File: src/cjmu_pkg.sv
// cjmu_pkg: constants, register map and carriers for the jump/move execution unit.
// assumes a 16-bit instruction word and a 20-bit program counter.
package cjmu_pkg;
    localparam int unsigned CJMU_PCW = 20;
    localparam int unsigned CJMU_NREG = 16;
    // register map, byte addresses on the axi4-lite slave
    localparam logic [7:0] CJMU_ADDR_CTRL = 8'h00;
    localparam logic [7:0] CJMU_ADDR_INSTR = 8'h04;
    localparam logic [7:0] CJMU_ADDR_SRCV = 8'h08;
    localparam logic [7:0] CJMU_ADDR_PC = 8'h0C;
    localparam logic [7:0] CJMU_ADDR_STATUS = 8'h10;
    localparam logic [7:0] CJMU_ADDR_RESULT = 8'h14;
    localparam logic [7:0] CJMU_ADDR_INFO = 8'h18;
    localparam logic [7:0] CJMU_ADDR_REGBASE = 8'h40;
    // status word bit positions
    localparam int unsigned CJMU_SR_C = 0;
    localparam int unsigned CJMU_SR_Z = 1;
    localparam int unsigned CJMU_SR_N = 2;
    localparam int unsigned CJMU_SR_GIE = 3;
    localparam int unsigned CJMU_SR_CORE_HALT_BIT_POS = 4;
    localparam int unsigned CJMU_SR_OSCILLATOR_HALT_BIT_POS = 5;
    localparam int unsigned CJMU_SR_V = 8;
    // reset values
    localparam logic [15:0] CJMU_SR_RST = 16'h0000;
    localparam logic [19:0] CJMU_PC_RST = 20'h00000;
    // opcode fields and bus response codes
    localparam logic [2:0] CJMU_JMP_PREFIX = 3'h1;
    localparam logic [3:0] CJMU_OP_COPY = 4'h4;
    localparam logic [3:0] CJMU_REG_CG2 = 4'h3;
    localparam logic [3:0] CJMU_REG_SR = 4'h2;
    localparam logic [1:0] CJMU_RSP = 2'h3;
    localparam logic [1:0] CJMU_RSP_SLVERR = 2'h2;
    localparam logic [31:0] CJMU_INFO_ID = 32'h0000C0DE; // arbitrary value

    typedef enum logic [2:0] {
        CJMU_CND_NZ, CJMU_CND_Z, CJMU_CND_NC, CJMU_CND_C,
        CJMU_CND_N, CJMU_CND_GE, CJMU_CND_L, CJMU_CND_AL
    } cjmu_cond_e;

    typedef struct packed {
        logic [15:0] value;
        logic [3:0] dst_reg;
        logic byte_form;
        logic wr_en;
    } cjmu_wb_s;
endpackage : cjmu_pkg

File: src/cjmu_unit.sv
// cjmu_unit: executes relative jumps, the word/byte copy and the idle op.
// assumes software loads the word into the instruction register, then
// writes ctrl.go; instruction words come from program memory via software.
//
// Our own choices: the AXI4-Lite interface to the registers and the address map.
module cjmu_unit
    import cjmu_pkg::*;
#(
    parameter int unsigned PCW = CJMU_PCW
) (
    input wire logic aclk,
    input wire logic aresetn,
    input wire logic [7:0] s_axi_awaddr,
    input wire logic s_axi_awvalid,
    output logic s_axi_awready,
    input wire logic [31:0] s_axi_wdata,
    input wire logic [3:0] s_axi_wstrb,
    input wire logic s_axi_wvalid,
    output logic s_axi_wready,
    output logic [1:0] s_axi_bresp,
    output logic s_axi_bvalid,
    input wire logic s_axi_bready,
    input wire logic [7:0] s_axi_araddr,
    input wire logic s_axi_arvalid,
    output logic s_axi_arready,
    output logic [31:0] s_axi_rdata,
    output logic [1:0] s_axi_rresp,
    output logic s_axi_rvalid,
    input wire logic s_axi_rready
);

    ////////////////////////////////////////////////////////////////////////////
    // architectural state
    logic [15:0] instr_r;
    logic [PCW-1:0] pc_r;
    logic [15:0] sr_r;
    logic [15:0] regs_r [CJMU_NREG];
    logic [15:0] result_r;
    logic taken_r;
    logic illegal_r;
    logic [7:0] exec_cnt_r;

    // axi bookkeeping
    logic aw_hold_r;
    logic w_hold_r;
    logic [7:0] awaddr_r;
    logic [31:0] wdata_r;
    logic [3:0] wstrb_r;

    ////////////////////////////////////////////////////////////////////////////
    // write channel: address and data accepted in either order
    assign s_axi_awready = !aw_hold_r && !s_axi_bvalid;
    assign s_axi_wready = !w_hold_r && !s_axi_bvalid;

    logic aw_take;
    logic w_take;
    logic wr_fire;
    logic [7:0] wr_addr;
    logic [31:0] wr_data;
    logic [3:0] wr_strb;
    assign aw_take = s_axi_awvalid && s_axi_awready;
    assign w_take = s_axi_wvalid && s_axi_wready;
    assign wr_fire = (aw_hold_r || aw_take) && (w_hold_r || w_take);
    assign wr_addr = aw_hold_r ? awaddr_r : s_axi_awaddr;
    assign wr_data = w_hold_r ? wdata_r : s_axi_wdata;
    assign wr_strb = w_hold_r ? wstrb_r : s_axi_wstrb;

    // a write that lands on a hole still answers, but with slverr
    logic wr_map;
    assign wr_map = (wr_addr == CJMU_ADDR_CTRL) || (wr_addr == CJMU_ADDR_INSTR)
        || (wr_addr == CJMU_ADDR_PC) || (wr_addr == CJMU_ADDR_STATUS)
        || (wr_addr[7:6] == CJMU_ADDR_REGBASE[7:6] && wr_addr[1:0] == 2'h0);

    // hold whichever half arrived first until its partner shows up
    always_ff @(posedge aclk) begin
        if (!aresetn) begin
            aw_hold_r <= 1'b0;
            w_hold_r <= 1'b0;
            awaddr_r <= 8'h00;
            wdata_r <= 32'h00000000;
            wstrb_r <= 4'h0;
        end else if (wr_fire) begin
            aw_hold_r <= 1'b0;
            w_hold_r <= 1'b0;
        end else begin
            if (aw_take) begin
                aw_hold_r <= 1'b1;
                awaddr_r <= s_axi_awaddr;
            end
            if (w_take) begin
                w_hold_r <= 1'b1;
                wdata_r <= s_axi_wdata;
                wstrb_r <= s_axi_wstrb;
            end
        end
    end

    // write response, one outstanding
    always_ff @(posedge aclk) begin
        if (!aresetn) begin
            s_axi_bvalid <= 1'b0;
            s_axi_bresp <= 2'h0;
        end else if (wr_fire) begin
            s_axi_bvalid <= 1'b1;
            s_axi_bresp <= wr_map ? 2'h0 : CJMU_RSP_SLVERR;
        end else if (s_axi_bready) begin
            s_axi_bvalid <= 1'b0;
        end
    end

    ////////////////////////////////////////////////////////////////////////////
    // decode of the loaded instruction word
    logic go;
    assign go = wr_fire && wr_addr == CJMU_ADDR_CTRL && wr_strb[0] && wr_data[0];

    logic is_jump;
    logic is_copy;
    cjmu_cond_e cond;
    logic [3:0] src_reg;
    logic [3:0] dst_reg;
    logic src_as_ind;
    logic byte_form;
    assign is_jump = instr_r[15:13] == CJMU_JMP_PREFIX;
    assign is_copy = instr_r[15:12] == CJMU_OP_COPY;
    assign cond = cjmu_cond_e'(instr_r[12:10]);
    assign src_reg = instr_r[11:8];
    assign dst_reg = instr_r[3:0];
    // only register-direct and immediate-zero source supported here
    assign src_as_ind = instr_r[5:4] != 2'h0;
    assign byte_form = instr_r[6];

    // flag test per condition code
    logic cond_true;
    always_comb begin
        case (cond)
            CJMU_CND_NZ: cond_true = !sr_r[CJMU_SR_Z];
            CJMU_CND_Z: cond_true = sr_r[CJMU_SR_Z];
            CJMU_CND_NC: cond_true = !sr_r[CJMU_SR_C];
            CJMU_CND_C: cond_true = sr_r[CJMU_SR_C];
            CJMU_CND_N: cond_true = sr_r[CJMU_SR_N];
            CJMU_CND_GE: cond_true = !(sr_r[CJMU_SR_N] ^ sr_r[CJMU_SR_V]);
            // exactly one of negative and overflow
            CJMU_CND_L: cond_true = sr_r[CJMU_SR_N] ^ sr_r[CJMU_SR_V];
            CJMU_CND_AL: cond_true = 1'b1;
            default: cond_true = 1'b0;
        endcase
    end

    // base is the word after the jump
    logic [PCW-1:0] pc_seq;
    logic [PCW-1:0] pc_jump;
    assign pc_seq = pc_r + PCW'(2);
    assign pc_jump = pc_seq + {{(PCW-11){instr_r[9]}}, instr_r[9:0], 1'b0};

    // copy value: source read, never written back to the source
    logic [15:0] src_val;
    cjmu_wb_s wb;
    always_comb begin
        // register 3 as source reads as constant zero
        src_val = (src_reg == CJMU_REG_CG2) ? 16'h0000 : regs_r[src_reg];
        wb.dst_reg = dst_reg;
        wb.byte_form = byte_form;
        // byte form moves the low byte, clearing the high byte
        wb.value = byte_form ? {8'h00, src_val[7:0]} : src_val;
        // writes to the constant register vanish
        wb.wr_en = is_copy && !src_as_ind && dst_reg != CJMU_REG_CG2;
    end

    ////////////////////////////////////////////////////////////////////////////
    // program counter and outcome registers
    always_ff @(posedge aclk) begin
        if (!aresetn) begin
            pc_r <= CJMU_PC_RST;
            taken_r <= 1'b0;
            illegal_r <= 1'b0;
            result_r <= 16'h0000;
            exec_cnt_r <= 8'h00;
        end else if (go) begin
            exec_cnt_r <= exec_cnt_r + 8'h01;
            taken_r <= is_jump && cond_true;
            illegal_r <= !(is_jump || (is_copy && !src_as_ind));
            result_r <= wb.value;
            if (is_jump && cond_true) begin
                pc_r <= pc_jump;
            end else begin
                pc_r <= pc_seq;
            end
        end else if (wr_fire && wr_addr == CJMU_ADDR_PC) begin
            pc_r <= {wr_data[PCW-1:1], 1'b0};
        end
    end

    // status word: bus writes and copies into it change it, jumps never do
    always_ff @(posedge aclk) begin
        if (!aresetn) begin
            sr_r <= CJMU_SR_RST;
        end else if (wr_fire && wr_addr == CJMU_ADDR_STATUS) begin
            sr_r <= wr_data[15:0];
        end else if (go && wb.wr_en && wb.dst_reg == CJMU_REG_SR) begin
            // copy into the status word is a plain store, no flag logic
            // mode bits only change when software names the status word
            sr_r <= wb.value;
        end
    end

    // general registers, one generate lane each
    genvar gi;
    generate
        for (gi = 0; gi < CJMU_NREG; gi++) begin : g_reg
            always_ff @(posedge aclk) begin
                if (!aresetn) begin
                    regs_r[gi] <= 16'h0000;
                end else if (wr_fire && wr_addr == (CJMU_ADDR_REGBASE + 8'(gi * 4))) begin
                    regs_r[gi] <= wr_data[15:0];
                end else if (go && wb.wr_en && wb.dst_reg == 4'(gi)
                             && 4'(gi) != CJMU_REG_SR) begin
                    regs_r[gi] <= wb.value;
                end
            end
        end
    endgenerate

    // instruction register load
    always_ff @(posedge aclk) begin
        if (!aresetn) begin
            instr_r <= 16'h4303;
        end else if (wr_fire && wr_addr == CJMU_ADDR_INSTR) begin
            instr_r <= wr_data[15:0];
        end
    end

    ////////////////////////////////////////////////////////////////////////////
    // read channel, answer one cycle after the address is taken
    assign s_axi_arready = !s_axi_rvalid;

    logic [7:0] ra;
    logic [31:0] rd_val;
    logic rd_map;
    assign ra = s_axi_araddr;
    always_comb begin
        rd_map = 1'b1;
        rd_val = 32'h00000000;
        case (ra)
            CJMU_ADDR_CTRL: rd_val = {24'h000000, exec_cnt_r};
            CJMU_ADDR_INSTR: rd_val = {16'h0000, instr_r};
            CJMU_ADDR_SRCV: rd_val = {16'h0000, src_val};
            CJMU_ADDR_PC: rd_val = 32'(pc_r);
            CJMU_ADDR_STATUS: rd_val = {16'h0000, sr_r};
            CJMU_ADDR_RESULT: rd_val = {14'h0000, illegal_r, taken_r, result_r};
            CJMU_ADDR_INFO: rd_val = CJMU_INFO_ID;
            default: begin
                if (ra[7:6] == CJMU_ADDR_REGBASE[7:6] && ra[1:0] == 2'h0) begin
                    rd_val = {16'h0000, regs_r[ra[5:2]]};
                end else begin
                    rd_map = 1'b0;
                end
            end
        endcase
    end

    always_ff @(posedge aclk) begin
        if (!aresetn) begin
            s_axi_rvalid <= 1'b0;
            s_axi_rdata <= 32'h00000000;
            s_axi_rresp <= 2'h0;
        end else if (s_axi_arvalid && s_axi_arready) begin
            s_axi_rvalid <= 1'b1;
            s_axi_rdata <= rd_val;
            s_axi_rresp <= rd_map ? 2'h0 : CJMU_RSP_SLVERR;
        end else if (s_axi_rready) begin
            s_axi_rvalid <= 1'b0;
        end
    end

endmodule // cjmu_unit

File: config.mk
export PLATFORM = sky130hd
export DESIGN_NAME = cjmu_unit
export DESIGN_NICKNAME = d
export VERILOG_FILES = /design/src/cjmu_pkg.sv /design/src/cjmu_unit.sv
export SDC_FILE = /design/constraint.sdc
export NUM_CORES = 1
export LEC_CHECK = 0
export BUFFER_PORTS_ARGS = -buffer_cell sky130_fd_sc_hd__buf_2
export CAP_MARGIN = 20
export CELL_PAD_IN_SITES_DETAIL_PLACEMENT = 2
export CELL_PAD_IN_SITES_GLOBAL_PLACEMENT = 2
export CORE_MARGIN = 3
export CORE_UTILIZATION = 40
export DETAILED_ROUTE_END_ITERATION = 8
export PLACE_DENSITY_LB_ADDON = 0.2
export SLEW_MARGIN = 20
export SYNTH_ARGS = -nofsm -noshare
export SYNTH_HDL_FRONTEND = slang
export SYNTH_SLANG_ARGS = --single-unit
File: constraint.sdc
create_clock -name aclk -period 5.5 [get_ports aclk]
set_input_delay 0.275 -clock aclk [delete_from_list [all_inputs] [get_ports aclk]]
set_output_delay 0.275 -clock aclk [all_outputs]
set_load 0.005 [all_outputs]
After elaboration in Yosys (flattened, before gate mapping). Memories as Yosys holds them, arrays and structs flattened. A register that Yosys moved wholly into a read port is not among the register bits. Index checks and enable logic that the tools add are counted.

Register bits after elaboration: 147. Bits in writable memories: 256. Output and inout bits: 41. Word-level logic and storage cells: 352. Memories kept: 1.

Memories: regs_r (depth 16, bits a word 16, rd ports 2, clocked after Yosys merged registers in 1, write ports 16, line cjmu_unit.sv:37) `logic [15:0] regs_r [CJMU_NREG];`.

Add/sub/neg operators: 3. Eq/ne operators: 53. Multiplexer cells: 163. Bitwise gates (word level): 34. Reductions and logical operators: 81.

Operators by type and width (count): $mux W16 (36); $pmux W20 S7 (1); $eq A8 B7 Y1 const B (16); $mux W1 (116); $mux W20 (4); $logic_and A1 B1 Y1 (50); $eq A4 B4 Y1 const B (8); $eq A8 B5 Y1 const B (4); $or A1 B1 Y1 (31); $eq A8 B4 Y1 const B (3); $add A20 B2 Y20 const B (1); $add A20 B20 Y20 (1); $eq A4 B3 Y1 const B (5); $eq A8 B3 Y1 const B (2); $logic_not A8 Y1 (2); $eq A3 B3 Y1 const B (4); $eq A4 B2 Y1 const B (3); $reduce_bool A2 Y1 (5); $logic_not A1 Y1 (9); $add A8 B1 Y8 const B (1); $mux W4 (2); $mux W8 (1); $pmux W1 S8 (1); $logic_or A1 B1 Y1 (7); other kinds (14) (21).

Longest topological paths before layout.
Depth in word-level cells: 15. Gate-level depth with buffers: 14. Gate-level depth less buffers: 14.

Worst setup path after synthesis. OpenSTA, ideal clock, no wires.

Kind: flip-flop to flip-flop. From: register aw_hold_r. To: memory regs_r[13][0] (enable). Library setup time: 0.447 ns. Arrival time: 3.499 ns. Slack: 1.554 ns. Cell stages (with the launch flop): 7. Path buffers: 0. Period minus slack after synthesis: 3.946 ns. Path through: dfxtp_1 -> mux2i_1 -> o211a_2 -> nand4_4 -> nor2_2 -> nand3_1 -> o311ai_0.

RTL lines: start: declaration (line cjmu_unit.sv:44) `logic aw_hold_r;`; start signal: assignment (line cjmu_unit.sv:77) `aw_hold_r <= 1'b0;`; start signal: assignment (line cjmu_unit.sv:83) `aw_hold_r <= 1'b0;`; start signal: assignment (line cjmu_unit.sv:87) `aw_hold_r <= 1'b1;`; end: declaration (line cjmu_unit.sv:37).

==> metrics.txt <==
worst min-delay path startpoint=s_axi_awaddr[5]; initial antenna violation count=5; worst r2r path cells=7; Peak Freq=approximately 240 MHz; Vias/cell=slightly below 7; Hold Path Sink=awaddr_r[5]; DR vias=17800; nets=a little under 2000; Slew @ Worst Pin=around 1100 ps; DP Cell Count=about 2500; area of the multi-input gates=~11000 µm²; Max Slew Vio Count=0; commonest non-fill, non-tap cell in the layout=edfxtp_1; status=finished, final reports clean; CP max FO=23; layout cells sized above 1=about 22%; die height=240 µm; CTS tree=done; Post-synth EDFFs=~260; highest-count cells in the layout ignoring fill and taps=edfxtp_1, o22ai_1, nor2_1; main combinational cell family by area after synthesis=multiplexers; post-synthesis mux area share=18.4%; Total GRT Usage=between 20 and 30%; routability cong.=approximately 0.85; port bufs=70; first-pass GRT wire length=128 mm; Die Span X=roughly 240 µm; FF+latch count, synth=a little under 400; Post-Syn Area per Cell=around 12 µm²; Synth Area in Compound Gates=between 15 and 20%; worst skew pair latency=between 500 and 600 ps; wire per inst=33.0 µm; CTS Buf Count=47; VDD IR max=0.226 mV; Routed WL=roughly 87 mm; Post-synth top flop=edfxtp_1; Simple-Gate Fraction of Synth Area=between 10% and 20%; Cell Rows=85; post-cts resize count=0; sequential area share after synthesis=between 40% and 50%; Worst Clk Skew=roughly 24 ps; GR Overflow Total=0; reg-to-reg startpoint=aw_hold_r; Unique masters post-synth=90; Crit Path Category=reg2reg; largest net degree at the start of global routing=approximately 80; Reg area=between 10000 and 15000 µm²; clock tree buffer depth=3; minimum clock period=4230 ps; Reg2Reg Setup Slack=around 1300 ps; Pwr Density=around 290 nW/µm²; Hold Fails Final Rpt=0; I/O pin count=100; Reg-to-Reg End=regs_r[8][5]; Critical Path Sink Type=flop; Max Cap Violations=0; initial drt markers=~1900; vias in the first global route=18800; HP Class=in2reg; YS warnings=0; critical path data required time=about 5700 ps; Initial Util=~40%; Post-Layout Cell Count=2629; worst hold stages=3; Post-Syn Area=21900 µm²; root buffer cell=clkbuf_16; final worst-path setup slack=1270 ps; P_leak=roughly 8.5 nW; WP data arrival=4430 ps; Area growth syn-to-layout=12.0%; deepest level of the CTS H-tree=2; Fillers=5364; Routed Antenna Nets=0; clock sink count=about 390; Max-slew headroom=a little under a quarter; XOR/XNOR Fraction of Synth Area=under 10%; Post-Synth Adder-Cell Area=~1.3%; final setup TNS=0 ps; asr flop ratio synth=0%; clock transition at the registers of the reported paths=60 ps; Mapped Cells=1873; Core Region=54000 µm²; Hold Worst Slack=15.8 ps; Final Core Density=45.4%; RSZ-0062 raised after global routing=false; die area=57600 µm²; Final setup violation count=0; Setup WS pre-CTS=1300 ps; Final Cycle Share=between 70 and 80%; Remaining DRCs=0; Startpoint Class=flop; Final HPWL DP=around 59 mm; DRT Pass-1 Iters=7
-- report_power, final --
group | leakage (nW) | internal [mW] | switching (mW) | total (mW)
combinational | 4.06 | 0.261 | 0.461 | 0.722
clock | 0.739 | 1.80 | 1.31 | 3.10
sequential | 3.74 | 3.22 | 0.0729 | 3.30
total | 8.54 | 5.28 | 1.84 | 7.12
-- registers in the layout, summed over array words and instances (netlist names), 16 cells and up, named ones only --
register and flops:
instr_r 16, regs_r 256, sr_r 16, wdata_r 20
s_axi_rdata 20, pc_r 19, result_r 16
-- worst max path at each step --
stage | startpoint | end | slack (ps) | depth (start not counted)
after floorplan | aw_hold_r | regs_r[13][0] | 1550 | 6
after global placement | aw_hold_r | regs_r[8][2] | 1480 | 7
after detailed placement | aw_hold_r | regs_r[8][3] | 1300 | 7
after CTS | aw_hold_r | regs_r[8][5] | 1290 | 7
after global routing | aw_hold_r | regs_r[8][11] | 960 | 7
final | aw_hold_r | regs_r[8][5] | 1270 | 7
-- final cells by class --
| class | instances | area share, % |
|---|---|---|
| multi-input combinational | 1274 | 43.1 |
| sequential | 392 | 42.5 |
| tap | 696 | 3.55 |
| clock buffer | 62 | 5.32 |
| inverter | 32 | 0.495 |
| antenna | 1 | 0.0102 |
| clock inverter | 21 | 0.730 |
| timing repair buffer | 151 | 4.29 |
-- kinds of logic after synthesis --
| kind of cell | Yosys count |
|---|---|
| buffers and inverters | 220 |
| xor gates and xnor gates | 36 |
| and+or+nand+nor | 517 |
| DFF | 392 |
| AOI/OAI and AO/OA | 491 |
| other | 1 |
| adders and majority gates | 22 |
| muxes | 194 |
-- Yosys cell counts (12+ instances only) --
cell      number  area (µm²)
mux2i_1       30         300
o211ai_1      16         120
and3_1        12        75.1
nand4_1       12        75.1
a22oi_1       17         128
nor3_1        17        85.1
edfxtp_1     256        7690
mux4_2       139        3130
clkbuf_1      92         345
nand2_1      165         619
nand3_1       47         235
buf_2         43         215
dfxtp_1      136        2720
ha_1          21         263
xor2_1        17         149
xnor2_1       19         166
mux4_1        15         394
nor2_1       186         698
a211oi_1      16         120
buf_4         31         233
o21ai_0       23         115
inv_1         31         116
a21oi_1       97         485
a221oi_2      12         180
o22ai_1      227        1420
-- per-stage QoR --
stage	cell area [µm²]	total power [mW]
2_1_floorplan	21900	3.73
3_3_place_gp	22700	4.00
3_5_place_dp	22700	4.04
4_1_cts	24500	7.13
5_1_grt	24500	7.32
6_report	24500	7.12
-- worst max-delay path, stage by stage, from the launching register on --
cell	delay (ps)
dfxtp_1	820
mux2i_1	510
o211a_2	410
nand4_4	160
nor2_2	190
and3b_1	440
nand2_2	360
nand3_1	930
-- metal layers --
layer / wire, µm / track usage (%) / vias up / share of wire [%]
li1: - / - / 7398 / -
met1: 34500 / 38.9 / 9317 / 40
met2: 40900 / 48.8 / 874 / 47
met3: 7990 / 7.70 / 159 / 9.2
met4: 3180 / 10.9 / 2 / 3.7
met5: 13 / 0 / - / 0.015
-- repair_timing --
action	in CTS	in global routing
setup buffers	0	0
hold buffers	31	0
hold endpoints to repair	30	0
Note: power is estimated with default switching activity, not from simulation.
